[config.mk]
export PLATFORM = sky130hd
export DESIGN_NAME = acs_sequencer
export DESIGN_NICKNAME = d
export VERILOG_FILES = /design/src/include/acs_pkg.sv /design/src/rtl/acs_sequencer.sv
export SDC_FILE = /design/constraint.sdc
export NUM_CORES = 1
export LEC_CHECK = 0
export ABC_AREA = 1
export BUFFER_PORTS_ARGS = -buffer_cell sky130_fd_sc_hd__buf_2
export CORE_MARGIN = 3
export CORE_UTILIZATION = 40
export CTS_CLUSTER_SIZE = 25
export DETAILED_ROUTE_END_ITERATION = 7
export SLEW_MARGIN = 10
export SYNTH_ARGS = -nofsm -noshare
export SYNTH_HDL_FRONTEND = slang
export SYNTH_SLANG_ARGS = --single-unit
[constraint.sdc]
create_clock -name clk_i -period 2.25 [get_ports clk_i]
set_input_delay 0.225 -clock clk_i [delete_from_list [all_inputs] [get_ports clk_i]]
set_output_delay 0.225 -clock clk_i [all_outputs]
set_load 0.005 [all_outputs]
[src/include/acs_pkg.sv]
// constants and types shared by the conversion sequencer
package acs_pkg;

  // ----------------------------------------------------------------
  // register byte addresses
  // ----------------------------------------------------------------
  localparam logic [7:0] ACS_ADDR_MODE   = 8'h00; // normal_mode_reg
  localparam logic [7:0] ACS_ADDR_START  = 8'h04; // start_status_reg
  localparam logic [7:0] ACS_ADDR_PRIO   = 8'h08; // priority_control_reg
  localparam logic [7:0] ACS_ADDR_CLK    = 8'h0c; // clock_div_reg, sample_config_reg, mode_select_reg
  localparam logic [7:0] ACS_ADDR_PRES   = 8'h10; // priority_result_reg
  localparam logic [7:0] ACS_ADDR_MONCTL = 8'h14; // monitor_control
  localparam logic [7:0] ACS_ADDR_CMP0   = 8'h18; // compare value, monitor 0
  localparam logic [7:0] ACS_ADDR_CMP1   = 8'h1c; // compare value, monitor 1
  localparam logic [7:0] ACS_ADDR_RES0   = 8'h20; // normal_result_reg 0..7, one word each

  // ----------------------------------------------------------------
  // field positions
  // ----------------------------------------------------------------
  // normal_mode_reg
  localparam int ACS_MODE_SCAN   = 0;
  localparam int ACS_MODE_REP    = 1;
  localparam int ACS_MODE_ITM    = 2;
  localparam int ACS_MODE_RWAIT  = 3;
  localparam int ACS_MODE_TRIGGER_ENABLE   = 4;
  localparam int ACS_MODE_TRIGGER_SEL   = 5;  // two bits, 6:5
  localparam int ACS_MODE_CH     = 8;  // three bits, 10:8
  // start_status_reg
  localparam int ACS_ST_SOFT     = 0;
  localparam int ACS_ST_BUSY     = 1;
  localparam int ACS_ST_END      = 2;
  // priority_control_reg
  localparam int ACS_PR_CH       = 0;  // three bits, 2:0
  localparam int ACS_PR_REQ      = 4;
  localparam int ACS_PR_BUSY     = 5;
  // clock register
  localparam int ACS_CK_SEL      = 0;  // three bits, 2:0
  localparam int ACS_CK_SAMP     = 4;
  localparam int ACS_CK_VREF     = 8;
  // monitor_control, one byte per monitor
  localparam int ACS_MC_CH       = 0;  // three bits
  localparam int ACS_MC_DIR      = 3;
  localparam int ACS_MC_EN       = 4;
  localparam int ACS_MC_HIT      = 5;
  localparam int ACS_MC_STRIDE   = 8;
  // normal_result_reg
  localparam int ACS_RS_OVR      = 14;
  localparam int ACS_RS_VAL      = 15;

  // ----------------------------------------------------------------
  // reset values and timing
  // ----------------------------------------------------------------
  localparam logic [10:0] ACS_MODE_RST  = 11'h000;
  localparam logic [5:0]  ACS_CONV_CLKS = 6'd27; // conversion clocks after sampling
  localparam logic [5:0]  ACS_SAMP_SHRT = 6'd6;
  localparam logic [5:0]  ACS_SAMP_LONG = 6'd12;
  localparam logic [1:0]  ACS_FOUR_LAST = 2'd3;  // fourth conversion of a group of four
  localparam logic [1:0]  ACS_TRIGGER_SEL_TMR  = 2'b01; // timer compare source

  typedef enum logic [1:0] {
    ACS_ST_IDLE = 2'b00,
    ACS_ST_CONV = 2'b01,
    ACS_ST_WAIT = 2'b11
  } acs_state_t;

endpackage

[src/rtl/acs_sequencer.sv]
// conversion sequencer for an eight-input converter, with wishbone registers
// ----------------------------------------------------------------
// ----------------------------------------------------------------
`timescale 1ns/1ps
module acs_sequencer
  import acs_pkg::*;
#(
  parameter int RES_W = 10
) (
  input  wire logic             clk_i,
  input  wire logic             rst_i,
  input  wire logic             wb_cyc_i,
  input  wire logic             wb_stb_i,
  input  wire logic             wb_we_i,
  input  wire logic [7:0]       wb_adr_i,
  input  wire logic [3:0]       wb_sel_i,
  input  wire logic [31:0]      wb_dat_i,
  output logic      [31:0]      wb_dat_o,
  output logic                  wb_ack_o,
  input  wire logic             ext_trigger_pin_i,
  input  wire logic             timer_trigger_i,
  input  wire logic [RES_W-1:0] core_result_i,
  output logic                  core_start_o,
  output logic      [2:0]       core_channel_o,
  output logic                  core_sample_o,
  output logic                  reference_on_o,
  output logic                  conversion_done_irq_o,
  output logic                  priority_irq_o,
  output logic                  monitor_irq_o
);

  // ----------------------------------------------------------------
  // registers and state
  // ----------------------------------------------------------------
  logic [10:0]      normal_mode_reg;
  logic [2:0]       priority_channel_sel;
  logic [2:0]       conv_clock_sel;
  logic             sample_time_sel;
  logic [RES_W-1:0] priority_result_reg;
  logic [RES_W-1:0] res_data [8];
  logic [7:0]       valid_flag;
  logic [7:0]       overrun_flag;
  logic [1:0]       monitor_enable;
  logic [1:0]       compare_direction;
  logic [1:0]       compare_hit_flag;
  logic [2:0]       monitor_channel_sel [2];
  logic [RES_W-1:0] compare_value [2];
  logic [1:0]       mon_hit;

  acs_state_t       state;
  logic [5:0]       conv_cnt;
  logic             conv_prio;
  logic [2:0]       cur_ch;
  logic             norm_active;
  logic [1:0]       four_cnt;
  logic             prio_pend;
  logic             busy;
  logic             end_flag;
  logic             priority_busy;
  logic [3:0]       div_cnt;
  logic             ext_prev;

  // ----------------------------------------------------------------
  // bus decode
  // ----------------------------------------------------------------
  logic       acc;
  logic       wr;
  logic       rd;
  logic       res_hit;
  logic [2:0] res_idx;

  assign acc     = wb_cyc_i && wb_stb_i && !wb_ack_o;
  assign wr      = acc && wb_we_i;
  assign rd      = acc && !wb_we_i;
  assign res_hit = (wb_adr_i[7:5] == ACS_ADDR_RES0[7:5]) && (wb_adr_i[1:0] == 2'b00);
  assign res_idx = wb_adr_i[4:2];

  // mode fields
  logic       scan_sel;
  logic       repeat_sel;
  logic       irq_timing_sel;
  logic       read_wait_sel;
  logic       trigger_enable;
  logic [1:0] trigger_sel;
  logic [2:0] channel_sel;

  assign scan_sel       = normal_mode_reg[ACS_MODE_SCAN];
  assign repeat_sel     = normal_mode_reg[ACS_MODE_REP];
  assign irq_timing_sel = normal_mode_reg[ACS_MODE_ITM];
  assign read_wait_sel  = normal_mode_reg[ACS_MODE_RWAIT];
  assign trigger_enable = normal_mode_reg[ACS_MODE_TRIGGER_ENABLE];
  assign trigger_sel    = normal_mode_reg[ACS_MODE_TRIGGER_SEL +: 2];
  assign channel_sel    = normal_mode_reg[ACS_MODE_CH +: 3];

  // ----------------------------------------------------------------
  // start sources and priority request
  // ----------------------------------------------------------------
  logic sw_start;
  logic hw_start;
  logic norm_req;
  logic prio_req;
  logic end_clr;

  assign sw_start = wr && wb_sel_i[0] && (wb_adr_i == ACS_ADDR_START) && wb_dat_i[ACS_ST_SOFT];
  // the pin fires on its rising edge; code 00 selects no hardware source
  assign hw_start = trigger_enable && ((trigger_sel == ACS_TRIGGER_SEL_TMR) ? timer_trigger_i :
                    (trigger_sel[1] && ext_trigger_pin_i && !ext_prev));
  assign norm_req = sw_start || hw_start;
  assign prio_req = wr && wb_sel_i[0] && (wb_adr_i == ACS_ADDR_PRIO) && wb_dat_i[ACS_PR_REQ];
  assign end_clr  = wr && wb_sel_i[0] && (wb_adr_i == ACS_ADDR_START) && !wb_dat_i[ACS_ST_END];

  // edge detector for the trigger pin
  always_ff @(posedge clk_i) begin
    if (rst_i) begin
      ext_prev <= 1'b0;
    end else begin
      ext_prev <= ext_trigger_pin_i;
    end
  end

  // ----------------------------------------------------------------
  // prescaler and conversion timing
  // ----------------------------------------------------------------
  logic [3:0] div_mask;
  logic       tick;
  logic [5:0] samp_len;
  logic [5:0] conv_len;
  logic       conv_done;

  // divide by 2^sel; codes above four fall back to the slowest rate
  always_comb begin
    unique case (conv_clock_sel)
      3'd0:    div_mask = 4'h0;
      3'd1:    div_mask = 4'h1;
      3'd2:    div_mask = 4'h3;
      3'd3:    div_mask = 4'h7;
      default: div_mask = 4'hf;
    endcase
  end

  assign tick      = ((div_cnt & div_mask) == div_mask);
  assign samp_len  = sample_time_sel ? ACS_SAMP_LONG : ACS_SAMP_SHRT;
  assign conv_len  = ACS_CONV_CLKS + samp_len;
  assign conv_done = (state == ACS_ST_CONV) && tick && (conv_cnt == conv_len - 6'd1);

  // free-running prescaler; the divided rate is a one-cycle enable
  always_ff @(posedge clk_i) begin
    if (rst_i) begin
      div_cnt <= 4'h0;
    end else begin
      div_cnt <= div_cnt + 4'h1;
    end
  end

  // ----------------------------------------------------------------
  // normal-sequence completion terms
  // ----------------------------------------------------------------
  logic last_in_group;
  logic end_event;
  logic keep_going;

  // a scan group n covers inputs 0 through n
  assign last_in_group = !scan_sel || (cur_ch == channel_sel);
  assign end_event     = last_in_group &&
                         !(repeat_sel && !scan_sel && irq_timing_sel &&
                           (four_cnt != ACS_FOUR_LAST));
  assign keep_going    = repeat_sel || (scan_sel && !last_in_group);

  // ----------------------------------------------------------------
  // sequencer
  // ----------------------------------------------------------------
  always_ff @(posedge clk_i) begin
    if (rst_i) begin
      state                 <= ACS_ST_IDLE;
      conv_cnt              <= 6'd0;
      conv_prio             <= 1'b0;
      cur_ch                <= 3'd0;
      norm_active           <= 1'b0;
      four_cnt              <= 2'd0;
      prio_pend             <= 1'b0;
      busy                  <= 1'b0;
      end_flag              <= 1'b0;
      priority_busy         <= 1'b0;
      core_start_o          <= 1'b0;
      core_channel_o        <= 3'd0;
      core_sample_o         <= 1'b0;
      conversion_done_irq_o <= 1'b0;
      priority_irq_o        <= 1'b0;
      priority_result_reg   <= '0;
    end else begin
      core_start_o          <= 1'b0;
      conversion_done_irq_o <= 1'b0;
      priority_irq_o        <= 1'b0;
      if (end_clr) begin
        end_flag <= 1'b0;
      end
      // a new start is only taken while no normal sequence runs
      if (norm_req && !norm_active) begin
        norm_active <= 1'b1;
        cur_ch      <= scan_sel ? 3'd0 : channel_sel;
        four_cnt    <= 2'd0;
      end
      unique case (state)
        ACS_ST_IDLE: begin
          if (prio_pend) begin
            // priority goes first even if a normal start came with it
            state          <= ACS_ST_CONV;
            conv_cnt       <= 6'd0;
            conv_prio      <= 1'b1;
            prio_pend      <= 1'b0;
            core_start_o   <= 1'b1;
            core_channel_o <= priority_channel_sel;
            core_sample_o  <= 1'b1;
          end else if (norm_active) begin
            state          <= ACS_ST_CONV;
            conv_cnt       <= 6'd0;
            conv_prio      <= 1'b0;
            core_start_o   <= 1'b1;
            core_channel_o <= cur_ch;
            core_sample_o  <= 1'b1;
            busy           <= 1'b1;
          end
        end
        ACS_ST_CONV: begin
          if (tick) begin
            conv_cnt <= conv_cnt + 6'd1;
            if (conv_cnt == samp_len - 6'd1) begin
              core_sample_o <= 1'b0;
            end
          end
          if (conv_done) begin
            state <= ACS_ST_IDLE;
            if (conv_prio) begin
              // normal busy and end flag are left alone here
              priority_result_reg <= core_result_i;
              priority_irq_o      <= 1'b1;
              priority_busy       <= 1'b0;
            end else begin
              if (!scan_sel) begin
                four_cnt <= four_cnt + 2'd1;
              end
              if (end_event) begin
                end_flag              <= 1'b1;
                conversion_done_irq_o <= 1'b1;
              end
              if (!keep_going) begin
                norm_active <= 1'b0;
                busy        <= 1'b0;
              end else begin
                // continue with the next channel; a pending priority
                // conversion slips in first from the idle state
                cur_ch <= !scan_sel ? channel_sel :
                          (last_in_group ? 3'd0 : cur_ch + 3'd1);
                if (read_wait_sel && repeat_sel && end_event) begin
                  state <= ACS_ST_WAIT;
                  busy  <= 1'b0;
                end
              end
            end
          end
        end
        ACS_ST_WAIT: begin
          // any normal result read releases the held conversion
          if (!repeat_sel) begin
            state       <= ACS_ST_IDLE;
            norm_active <= 1'b0;
          end else if (rd && res_hit) begin
            state <= ACS_ST_IDLE;
          end
        end
        default: begin
          state <= ACS_ST_IDLE;
        end
      endcase
      // a request in the launching cycle still counts: set wins
      if (prio_req) begin
        prio_pend     <= 1'b1;
        priority_busy <= 1'b1;
      end
      if (conv_done && !conv_prio && end_event && end_clr) begin
        end_flag <= 1'b1;
      end
    end
  end

  // ----------------------------------------------------------------
  // normal result registers
  // ----------------------------------------------------------------
  logic res_we;

  assign res_we = conv_done && !conv_prio;

  // store and flags per entry; a store in the read cycle keeps its flags
  genvar gi;
  generate
    for (gi = 0; gi < 8; gi++) begin : g_res
      always_ff @(posedge clk_i) begin
        if (rst_i) begin
          res_data[gi]     <= '0;
          valid_flag[gi]   <= 1'b0;
          overrun_flag[gi] <= 1'b0;
        end else if (res_we && (cur_ch == 3'(gi))) begin
          res_data[gi]     <= core_result_i;
          valid_flag[gi]   <= 1'b1;
          overrun_flag[gi] <= valid_flag[gi];
        end else if (rd && res_hit && (res_idx == 3'(gi))) begin
          valid_flag[gi]   <= 1'b0;
          overrun_flag[gi] <= 1'b0;
        end
      end
    end
  endgenerate

  // ----------------------------------------------------------------
  // result monitors
  // ----------------------------------------------------------------
  // compared against the freshly stored value, so the test matches
  // what the monitored register will hold after this edge
  generate
    for (gi = 0; gi < 2; gi++) begin : g_mon
      logic above;
      logic below;
      assign above       = core_result_i > compare_value[gi];
      assign below       = core_result_i < compare_value[gi];
      assign mon_hit[gi] = monitor_enable[gi] && res_we &&
                           (cur_ch == monitor_channel_sel[gi]) &&
                           (compare_direction[gi] ? below : above);
    end
  endgenerate

  // monitor pulse and hit record; a hit beats a clearing write
  always_ff @(posedge clk_i) begin
    if (rst_i) begin
      monitor_irq_o    <= 1'b0;
      compare_hit_flag <= 2'b00;
    end else begin
      monitor_irq_o <= |mon_hit;
      for (int i = 0; i < 2; i++) begin
        if (mon_hit[i]) begin
          compare_hit_flag[i] <= 1'b1;
        end else if (wr && wb_sel_i[i] && (wb_adr_i == ACS_ADDR_MONCTL) &&
                     wb_dat_i[i*ACS_MC_STRIDE + ACS_MC_HIT]) begin
          compare_hit_flag[i] <= 1'b0;
        end
      end
    end
  end

  // ----------------------------------------------------------------
  // software-written configuration
  // ----------------------------------------------------------------
  always_ff @(posedge clk_i) begin
    if (rst_i) begin
      normal_mode_reg      <= ACS_MODE_RST;
      priority_channel_sel <= 3'd0;
      conv_clock_sel       <= 3'd0;
      sample_time_sel      <= 1'b0;
      reference_on_o       <= 1'b0;
      monitor_enable       <= 2'b00;
      compare_direction    <= 2'b00;
      monitor_channel_sel  <= '{default: 3'd0};
      compare_value        <= '{default: '0};
    end else if (wr) begin
      unique case (wb_adr_i)
        ACS_ADDR_MODE: begin
          if (wb_sel_i[0]) normal_mode_reg[7:0]  <= wb_dat_i[7:0];
          if (wb_sel_i[1]) normal_mode_reg[10:8] <= wb_dat_i[10:8];
        end
        ACS_ADDR_PRIO: begin
          if (wb_sel_i[0]) priority_channel_sel <= wb_dat_i[ACS_PR_CH +: 3];
        end
        ACS_ADDR_CLK: begin
          if (wb_sel_i[0]) conv_clock_sel  <= wb_dat_i[ACS_CK_SEL +: 3];
          if (wb_sel_i[0]) sample_time_sel <= wb_dat_i[ACS_CK_SAMP];
          if (wb_sel_i[1]) reference_on_o  <= wb_dat_i[ACS_CK_VREF];
        end
        ACS_ADDR_MONCTL: begin
          for (int i = 0; i < 2; i++) begin
            if (wb_sel_i[i]) begin
              monitor_channel_sel[i] <= wb_dat_i[i*ACS_MC_STRIDE + ACS_MC_CH +: 3];
              compare_direction[i]   <= wb_dat_i[i*ACS_MC_STRIDE + ACS_MC_DIR];
              monitor_enable[i]      <= wb_dat_i[i*ACS_MC_STRIDE + ACS_MC_EN];
            end
          end
        end
        ACS_ADDR_CMP0: begin
          if (wb_sel_i[1:0] == 2'b11) compare_value[0] <= wb_dat_i[RES_W-1:0];
        end
        ACS_ADDR_CMP1: begin
          if (wb_sel_i[1:0] == 2'b11) compare_value[1] <= wb_dat_i[RES_W-1:0];
        end
        default: begin
        end
      endcase
    end
  end

  // ----------------------------------------------------------------
  // read mux and acknowledge
  // ----------------------------------------------------------------
  logic [31:0] rdata;

  always_comb begin
    rdata = 32'h0000_0000;
    if (res_hit) begin
      rdata[RES_W-1:0]  = res_data[res_idx];
      rdata[ACS_RS_OVR] = overrun_flag[res_idx];
      rdata[ACS_RS_VAL] = valid_flag[res_idx];
    end else begin
      unique case (wb_adr_i)
        ACS_ADDR_MODE:  rdata[10:0] = normal_mode_reg;
        ACS_ADDR_START: begin
          rdata[ACS_ST_BUSY] = busy;
          rdata[ACS_ST_END]  = end_flag;
        end
        ACS_ADDR_PRIO: begin
          rdata[ACS_PR_CH +: 3] = priority_channel_sel;
          rdata[ACS_PR_BUSY]    = priority_busy;
        end
        ACS_ADDR_CLK: begin
          rdata[ACS_CK_SEL +: 3] = conv_clock_sel;
          rdata[ACS_CK_SAMP]     = sample_time_sel;
          rdata[ACS_CK_VREF]     = reference_on_o;
        end
        ACS_ADDR_PRES:  rdata[RES_W-1:0] = priority_result_reg;
        ACS_ADDR_MONCTL: begin
          for (int i = 0; i < 2; i++) begin
            rdata[i*ACS_MC_STRIDE + ACS_MC_CH +: 3] = monitor_channel_sel[i];
            rdata[i*ACS_MC_STRIDE + ACS_MC_DIR]     = compare_direction[i];
            rdata[i*ACS_MC_STRIDE + ACS_MC_EN]      = monitor_enable[i];
            rdata[i*ACS_MC_STRIDE + ACS_MC_HIT]     = compare_hit_flag[i];
          end
        end
        ACS_ADDR_CMP0:  rdata[RES_W-1:0] = compare_value[0];
        ACS_ADDR_CMP1:  rdata[RES_W-1:0] = compare_value[1];
        default:        rdata = 32'h0000_0000;
      endcase
    end
  end

  // one wait state; unmapped addresses still answer, reading zero
  always_ff @(posedge clk_i) begin
    if (rst_i) begin
      wb_ack_o <= 1'b0;
      wb_dat_o <= 32'h0000_0000;
    end else begin
      wb_ack_o <= acc;
      wb_dat_o <= acc ? rdata : 32'h0000_0000;
    end
  end

endmodule

==> results of run 1 <==
==> routing by layer <==
layer | vias to the layer above | wire length, µm
met5 | - | 0
met4 | 0 | 607
met3 | 40 | 1670
met2 | 247 | 12700
met1 | 3864 | 12400
li1 | 4159 | -
==> tightest hold or removal path, delay by kind of cell <==
kind | cells | cell delay, ns
buffers and inverters | 1 | 0.13
AND/OR/NAND/NOR | 2 | 0.13
==> power breakdown <==
| part | internal (µW) | switching [µW] | leakage, µW |
|---|---|---|---|
| combinational | 246 | 491 | 0.00249 |
| clock | 2180 | 1510 | 0.000363 |
| sequential | 3960 | 55.0 | 0.00184 |
==> layout make-up <==
type	instances	area (µm²)	share of cell area, %
Tap cell	319	399	3.50
Clock inverter	9	80.1	0.703
Inverter	130	489	4.29
Clock buffer	34	668	5.86
Timing Repair Buffer	109	746	6.54
Sequential cell	206	4920	43.2
Multi-Input combinational cell	818	4090	35.9
==> layout by cell type (no fill, tap or decap), types with 7 or more instances in the layout <==
cell           instances
buf_4                 30
buf_2                 66
nand3_1               72
inv_1                110
ha_1                  29
o22ai_1               17
nor3_1                11
a22oi_1               25
clkbuf_16             24
dlygate4sd3_1          7
o21ai_0               67
nand2_1              221
conb_1                16
inv_2                 18
nand4_1               27
a21oi_1               87
nor2_1               171
o21ai_1               19
nor2_2                13
edfxtp_1              80
dfxtp_1              126
clkbuf_1               7
==> cells by family after synthesis <==
group,count (synthesis),synth area share [%]
and+or+nand+nor,530,23.4
buffers and inverters,186,8.13
DFF,206,50.5
AOI/OAI and AO/OA,236,13.6
adders and majority gates,29,3.72
xor gates and xnor gates,7,0.629
other,1,0.0384
==> final timing paths <==
kind                       start                  to  slack, ns  depth (start not counted)
max reg2reg      sample_time_sel      res_data[6][5]       0.23                          9
min                  wb_dat_i[3]  normal_mode_reg[3]       0.01                          3
min reg2reg  compare_hit_flag[1]        wb_dat_o[13]       0.44                          2
max              sample_time_sel      res_data[6][5]       0.23                          9
==> metrics by stage <==
step                      setup slack, ns  hold WS (ns)  util [%]  cells
final                               0.232        0.0101      48.1   1625
after global placement              0.233         0.423      44.7   1575
after global routing               0.0650        0.0382      48.1   1625
after floorplan                     0.413         0.309         -   1210
after detailed placement            0.212         0.429      44.7   1575
after CTS                           0.214      0.000763      48.1   1625
==> results.toml, run 1 <==
[logic_synthesis]
yosys_register_bits = 206
synth_top_area_cell = "dfxtp_1"
synth_edf_count = 80
async_flop_share_pct = 0
syn_area_um2 = 9750
synth_flop_cell = "dfxtp_1"
yosysMostFrequentCell = "nand2_1"
synth_top_cell_area_share_pct = 25.9
syn_area_per_cell_um2 = 8.16
synthTopCellsByArea = "dfxtp_1 26%, edfxtp_1 25%, nand2_1 8.5%"
synth.distinct_cells = 44
synth.yosys.seq_area_share_pct = 50.5
synth-warning-count = 0
syn_inst = 1195
ys_top_cells_by_count = "221 x nand2_1, 171 x nor2_1, 126 x dfxtp_1, 111 x inv_1, 87 x a21oi_1"

[drt]
wl_per_cell_um = 16.9
via_count = 8310
firstDrtPassIters = 5
drt_iter0_drc = 594
routed_wl_mm = 27.4
vias_per_cell = 5.11
ant_nets = 0
drcViolationCount = 0

[cells_and_area]
nets = 1379
nFillCells = 2381
diodes = 0
area_delta_synth_final_pct = 16.9
final_area_um2 = 11400
reg.largest.list = "res_data (80), compare_value (20), wb_dat_o (16)"
regMostFlops = "res_data"
largest_reg_flops = 80
drive_gt1_share_pct = 13.9

[timing]
hold_viol = 0
maxSlewViolCount = 0
clock_skew_ns = 0.00984
relSlewSlack_pct = 53.0
post-route-min-period_ns = 2.02
fin_tns_setup_ns = 0
max_freq_mhz = 495
grt_setup_unrepaired = "no"
setup_viol = 0
worst_pin_slew_ns = 0.697
finalCritPeriodShare_pct = 89.7

[floorplanning]
die_x_um = 162
initial_utilization_pct = 41.2
io_pins = 103
die_h_um = 162
rows = 56
coreArea_um2 = 23700
fp.dieArea_um2 = 26300

[global_route]
grt_pass1_vias = 7820
grt_max_degree = 58
grt_usage_pct = 20.6
grt-ovfl-total = 0
grt_use_met1_pct = 28.3
gr-usage-met2_pct = 34.3
grt_pass1_wl_mm = 42.9
met3_usage_pct = 3.11
antenna_found_initial = 0
grt_most_used_layer = "met2"

[worst_setup_path]
crit_type = "reg2reg"
worstSetupStartpointType = "flip-flop"
required_ns = 2.48
crit_family = "simple AND/OR/NAND/NOR gates"
crit_path_end_kind = "flip-flop"
path_cells = "inv_2, nand2_1, nand3_1, nor2_1, nand3_4, clkinv_2, nand3_1, nand2_1, buf_12"
max_stage_delay_ns = 0.46
crit_buf_inv = 3
critPathMaxFanout = 17
critPathArrivalTime_ns = 2.25
crit_slowest_cell = "dfxtp_1"

[placement]
place.gp.congestion = 0.864
numPortBuffers = 66
dpl-instance-area_um2 = 10600
hpwl_mm = 20.1

[cts]
clock_sinks = 206
cts_root_buffer = "clkbuf_16"
htreeDepth = 1
numCtsBuffers = 24
hold_buffers = 7
cts_resized = 0
cts_setup_buffers = 0
clk_pin_slew_ns = 0.06
worst_skew_pair.late_latency_ns = 0.52
cts_buffer_depth = 3
cts_tree = "yes"

[power]
ir_drop_mv = 0.501
powerDensity_nw_per_um2 = 740
p_total_uw = 8440
leakage_uw = 0.00470

[worst_hold_path]
hold_class = "in2reg"

[flow_run]
maxCapViolations = 0

[outcome]
outcome = "complete, no violations"
Note: power is estimated with default switching activity, not from simulation.
==> inputs of run 2 (changes only) <==
CELL_PAD_IN_SITES_DETAIL_PLACEMENT = 0   (was unset)
CELL_PAD_IN_SITES_GLOBAL_PLACEMENT = 1   (was unset)
PLACE_DENSITY_LB_ADDON = 0.1   (was unset)
==> results.toml, run 2 (synthesis results as in run 1) <==
[cts]
worst_skew_pair.late_latency_ns = 0.52
cts_resized = 0
clk_pin_slew_ns = 0.06
htreeDepth = 1
numCtsBuffers = 24
cts_tree = "yes"
cts_root_buffer = "clkbuf_16"
clock_sinks = 206
cts_buffer_depth = 3

[floorplanning]
initial_utilization_pct = 41.2
coreArea_um2 = 23700
die_x_um = 162
fp.dieArea_um2 = 26300
io_pins = 103
die_h_um = 162
rows = 56

[power]
powerDensity_nw_per_um2 = 768
leakage_uw = 0.00479
p_seq_share_pct = 45.1
clockPowerShare_pct = 46.4
switching_share_pct = 24.1
ir_drop_mv = 0.471
intPower_uw = 6750
combPwrFrac_pct = 8.4
p_switching_uw = 2150

[global_route]
grt-ovfl-total = 0
grt_max_degree = 69
grt_usage_pct = 22.4
antenna_found_initial = 0
grt_pass1_vias = 8116
grt_pass1_wl_mm = 46.2

[worst_setup_path]
crit_path_end_kind = "flip-flop"
crit_slowest_cell = "dfxtp_1"
required_ns = 2.48
worstSetupStartpointType = "flip-flop"
crit_type = "reg2reg"
max_stage_delay_ns = 0.46
path_cells = "inv_2, nand2_1, nand3_1, nor2_1, nand3_4, clkinv_2, nand3_1, nand2_1, buf_12"
critPathMaxFanout = 17
critPathArrivalTime_ns = 2.25

[timing]
fin_tns_setup_ns = 0
post-route-min-period_ns = 2.02
max_freq_mhz = 495
grt_setup_unrepaired = "no"
worst_pin_slew_ns = 0.531
timing.final.ws_setup_ns = 0.229
hold_viol = 0
setup_viol = 0
relSlewSlack_pct = 64.4
maxSlewViolCount = 0
clock_skew_ns = 0.0173
finalCritPeriodShare_pct = 89.8

[placement]
hpwl_mm = 21.6
dp.cells = 1580
place.gp.congestion = 0.831
numPortBuffers = 66
place_ws_ns = 0.125

[drt]
vias_per_cell = 5.06
wl_per_cell_um = 18.1
ant_nets = 0
drt_iter0_drc = 552
firstDrtPassIters = 5
via_count = 8250
drcViolationCount = 0
routed_wl_mm = 29.6

[cells_and_area]
regMostFlops = "res_data"
diodes = 0
layout.cells.non_filler = 1632
nets = 1385
mostFrequentLayoutCells = "221 x nand2_1, 171 x nor2_1, 126 x dfxtp_1, 110 x inv_1, 87 x a21oi_1"
reg.largest.list = "res_data (80), compare_value (20), wb_dat_o (16)"
mostFrequentLayoutCell = "nand2_1"
drive_gt1_share_pct = 14.8
final_core_util_pct = 48.9
area_delta_synth_final_pct = 18.7
largest_reg_flops = 80

[flow_run]
maxCapViolations = 0

[outcome]
outcome = "complete, no violations"

[worst_hold_path]
hold_class = "in2reg"
## run 2: changes by cell type in the layout (fill, tap and decap cells not counted), sizes merged
| cell | previous run | this run |
|---|---|---|
| bufinv | 1 | 5 |
| clkbuf | 34 | 27 |
| clkinv | 9 | 12 |
| clkinvlp | 1 | 2 |
| buf | 102 | 108 |
## run 2: per-layer routing
layer / GRT usage (%) / share of wire, % / vias to the layer above
met2: 37.3 / 47 / 190
met5: 0 / 0 / -
met4: 5.70 / 2.2 / 0
met3: 3.06 / 4.7 / 44
met1: 31.0 / 46 / 3828
li1: - / - / 4188
## run 2: stage by stage
| stage | instance area (µm²) | hold slack [ns] | power [µW] |
|---|---|---|---|
| 4_1_cts | 11600 | 0.0117 | 8970 |
| 5_1_grt | 11600 | 0.0339 | 9240 |
| 6_report | 11600 | 0.0230 | 8890 |
| 3_5_place_dp | 10700 | 0.421 | 4840 |
| 2_1_floorplan | 9810 | 0.309 | 4560 |
| 3_3_place_gp | 10700 | 0.421 | 4840 |
## run 2: worst paths after layout
check                                          from                endpoint  slack (ns)  cells after the start
worst max-delay path                sample_time_sel          res_data[0][6]        0.23                      9
worst min-delay path                   wb_dat_i[10]  monitor_channel_sel[2]        0.02                      3
worst max register to register      sample_time_sel          res_data[0][6]        0.23                      9
worst min register to register  compare_hit_flag[1]            wb_dat_o[13]        0.43                      2
## run 2: final cells by class
type,instances,area (µm²)
clock buffer,27,612
tap,319,399
fill,2428,12100
timing repair buffer,115,841
multi-input combinational,818,4090
sequential,206,4920
clock inverter,17,224
inverter,130,489
## run 2: power groups by stage
stage | clock, µW | combinational (µW) | sequential (µW)
CTS | 4200 | 758 | 4010
finish | 4130 | 750 | 4010
floorplan | 0 | 482 | 4080
detailed placement | 0 | 746 | 4090
global placement | 0 | 747 | 4090
global route | 4370 | 851 | 4020
## run 2: worst max-delay path: cells and delay by family (launching register included)
family | cells | cell delay (ns)
flops | 1 | 0.46
buf+inv | 3 | 0.45
simple gates | 6 | 0.81
## run 2: timing repair
item,CTS,global route
hold buffers,7,0
hold endpoints to repair,7,0
buffers inserted,0,1
setup endpoints to repair,0,10
==> inputs of run 3 (changes only) <==
BUFFER_PORTS_ARGS = unset   (was -buffer_cell sky130_fd_sc_hd__buf_2)
DONT_BUFFER_PORTS = 1   (was unset)
==> results.toml, run 3 (synthesis results as in run 1) <==
[outcome]
outcome = "complete, no violations"

[cts]
cts_tree = "yes"
clock_sinks = 206
worst_skew_pair.late_latency_ns = 0.52
clk_pin_slew_ns = 0.06
numCtsBuffers = 24
cts_buffer_depth = 3
cts_root_buffer = "clkbuf_16"
htreeDepth = 1

[global_route]
grt-ovfl-total = 0
grt_max_degree = 59
grt_pass1_vias = 7804
grt_usage_pct = 23.5
antenna_found_initial = 0
grt_pass1_wl_mm = 47.4

[cells_and_area]
reg.largest.list = "res_data (80), compare_value (20), wb_dat_o (16)"
nFillCells = 2440
largest_reg_flops = 80
layout.cells.non_filler = 1588
diodes = 0
mostFrequentLayoutCell = "nand2_1"
drive_gt1_share_pct = 10.3
regMostFlops = "res_data"
final_area_um2 = 11500
area_delta_synth_final_pct = 17.8
mostFrequentLayoutCells = "220 x nand2_1, 171 x nor2_1, 126 x dfxtp_1, 109 x inv_1, 87 x a21oi_1"
nets = 1341

[floorplanning]
initial_utilization_pct = 41.2
fp.dieArea_um2 = 26300
die_x_um = 162
rows = 56
io_pins = 103
coreArea_um2 = 23700
die_h_um = 162

[worst_hold_path]
hold_path_end = "wb_dat_o[4]"
hold_depth = 3
worstHoldStart = "wb_adr_i[4]"
hold_class = "in2reg"

[worst_setup_path]
critPathArrivalTime_ns = 2.53
crit_slowest_cell = "dlygate4sd3_1"
critPathMaxFanout = 11
worstSetupStartpointType = "flip-flop"
required_ns = 2.67
r2r_cells = 9
r2r_setup_slack_ns = 0.14
regToRegEndpoint = "wb_dat_o[14]"
path_cells = "inv_1, nand3_1, dlygate4sd3_1, nor2_1, inv_1, nor2_1, buf_12, nand2_1, a41oi_1"
crit_type = "reg2reg"
crit_path_end_kind = "flip-flop"
max_stage_delay_ns = 0.57
r2r_start = "wb_ack_o"

[drt]
firstDrtPassIters = 5
via_count = 8167
ant_nets = 0
drt_iter0_drc = 740
vias_per_cell = 5.14
wl_per_cell_um = 19.2
drcViolationCount = 0
routed_wl_mm = 30.4

[timing]
finalCritPeriodShare_pct = 93.6
fin_tns_setup_ns = 0
whs_ns = 0.00720
clock_skew_ns = 0.0151
worst_pin_slew_ns = 0.670
hold_viol = 0
relSlewSlack_pct = 54.7
maxSlewViolCount = 0
post-route-min-period_ns = 2.11
grt_setup_unrepaired = "no"
max_freq_mhz = 475
setup_viol = 0

[placement]
dpl-instance-area_um2 = 10300
place.gp.congestion = 0.816
dp.cells = 1512
hpwl_mm = 21.8
numPortBuffers = 0

[power]
p_total_uw = 8760
ir_drop_mv = 0.653
leakage_uw = 0.00458
powerDensity_nw_per_um2 = 762

[flow_run]
maxCapViolations = 0
run 3: cell count changes in the layout (fill, tap and decap cells not counted), moves of 2 or more:
cell / before / now
buf_12: 10 / 12
buf_2: 66 / 0
buf_4: 32 / 29
bufinv_16: 5 / 2
clkbuf_16: 24 / 26
clkbuf_8: 0 / 2
dlygate4sd3_1: 7 / 30
run 3: where the power goes:
part / leakage, µW / switching [µW] / internal, µW / total [µW]
Clock: 0.000401 / 1610 / 2400 / 4010
Combinational: 0.00233 / 479 / 259 / 738
Sequential: 0.00184 / 57.5 / 3960 / 4010
run 3: worst max path at each step:
stage,start,cells past startpoint,endpoint
6_report,wb_ack_o,9,wb_dat_o[14]
5_1_grt,wb_ack_o,9,wb_dat_o[14]
4_1_cts,wb_ack_o,8,wb_dat_o[10]
3_5_place_dp,sample_time_sel,8,res_data[0][6]
3_3_place_gp,sample_time_sel,8,res_data[5][0]
2_1_floorplan,state[0],9,res_data[0][0]
run 3: metrics by stage:
stage	setup WS, ns	util [%]
final	0.144	48.5
after CTS	0.0329	48.4
after global placement	0.265	43.6
after global routing	0.00134	48.5
after floorplan	0.413	-
after detailed placement	0.202	43.6
run 3: layer usage:
| metal | global-route usage (%) | part of all wire, % | routed length (µm) | vias to the layer above |
|---|---|---|---|---|
| met3 | 3.19 | 4.9 | 1500 | 37 |
| li1 | - | - | - | 4100 |
| met1 | 32.9 | 45 | 13800 | 3832 |
| met2 | 39.1 | 48 | 14500 | 198 |
| met5 | 0 | 0 | 0 | - |
| met4 | 5.20 | 2.2 | 658 | 0 |
run 3: final cells by class:
cell class              count  area, µm²  share of cell area (%)
flip-flops and latches    206       4920                    42.9
clock inverters            14        133                    1.15
multi-input cells         818       4100                    35.7
repair buffers             71        758                    6.60
well taps                 319        399                    3.47
clock buffers              30        686                    5.97
inverters                 130        489                    4.26
run 3: repair_timing:
item	in CTS	in global routing
resized for setup	0	3
buffers inserted	0	1
endpoints found under the setup margin	0	24
endpoints found under the hold margin	98	0
hold buffers	31	0
run 3: worst max-delay path: cells and delay by family, from the launching register on:
kind | cells | cell delay [ns]
simple gates | 4 | 0.58
buf+inv | 4 | 0.90
compound gates | 1 | 0.21
flops | 1 | 0.33
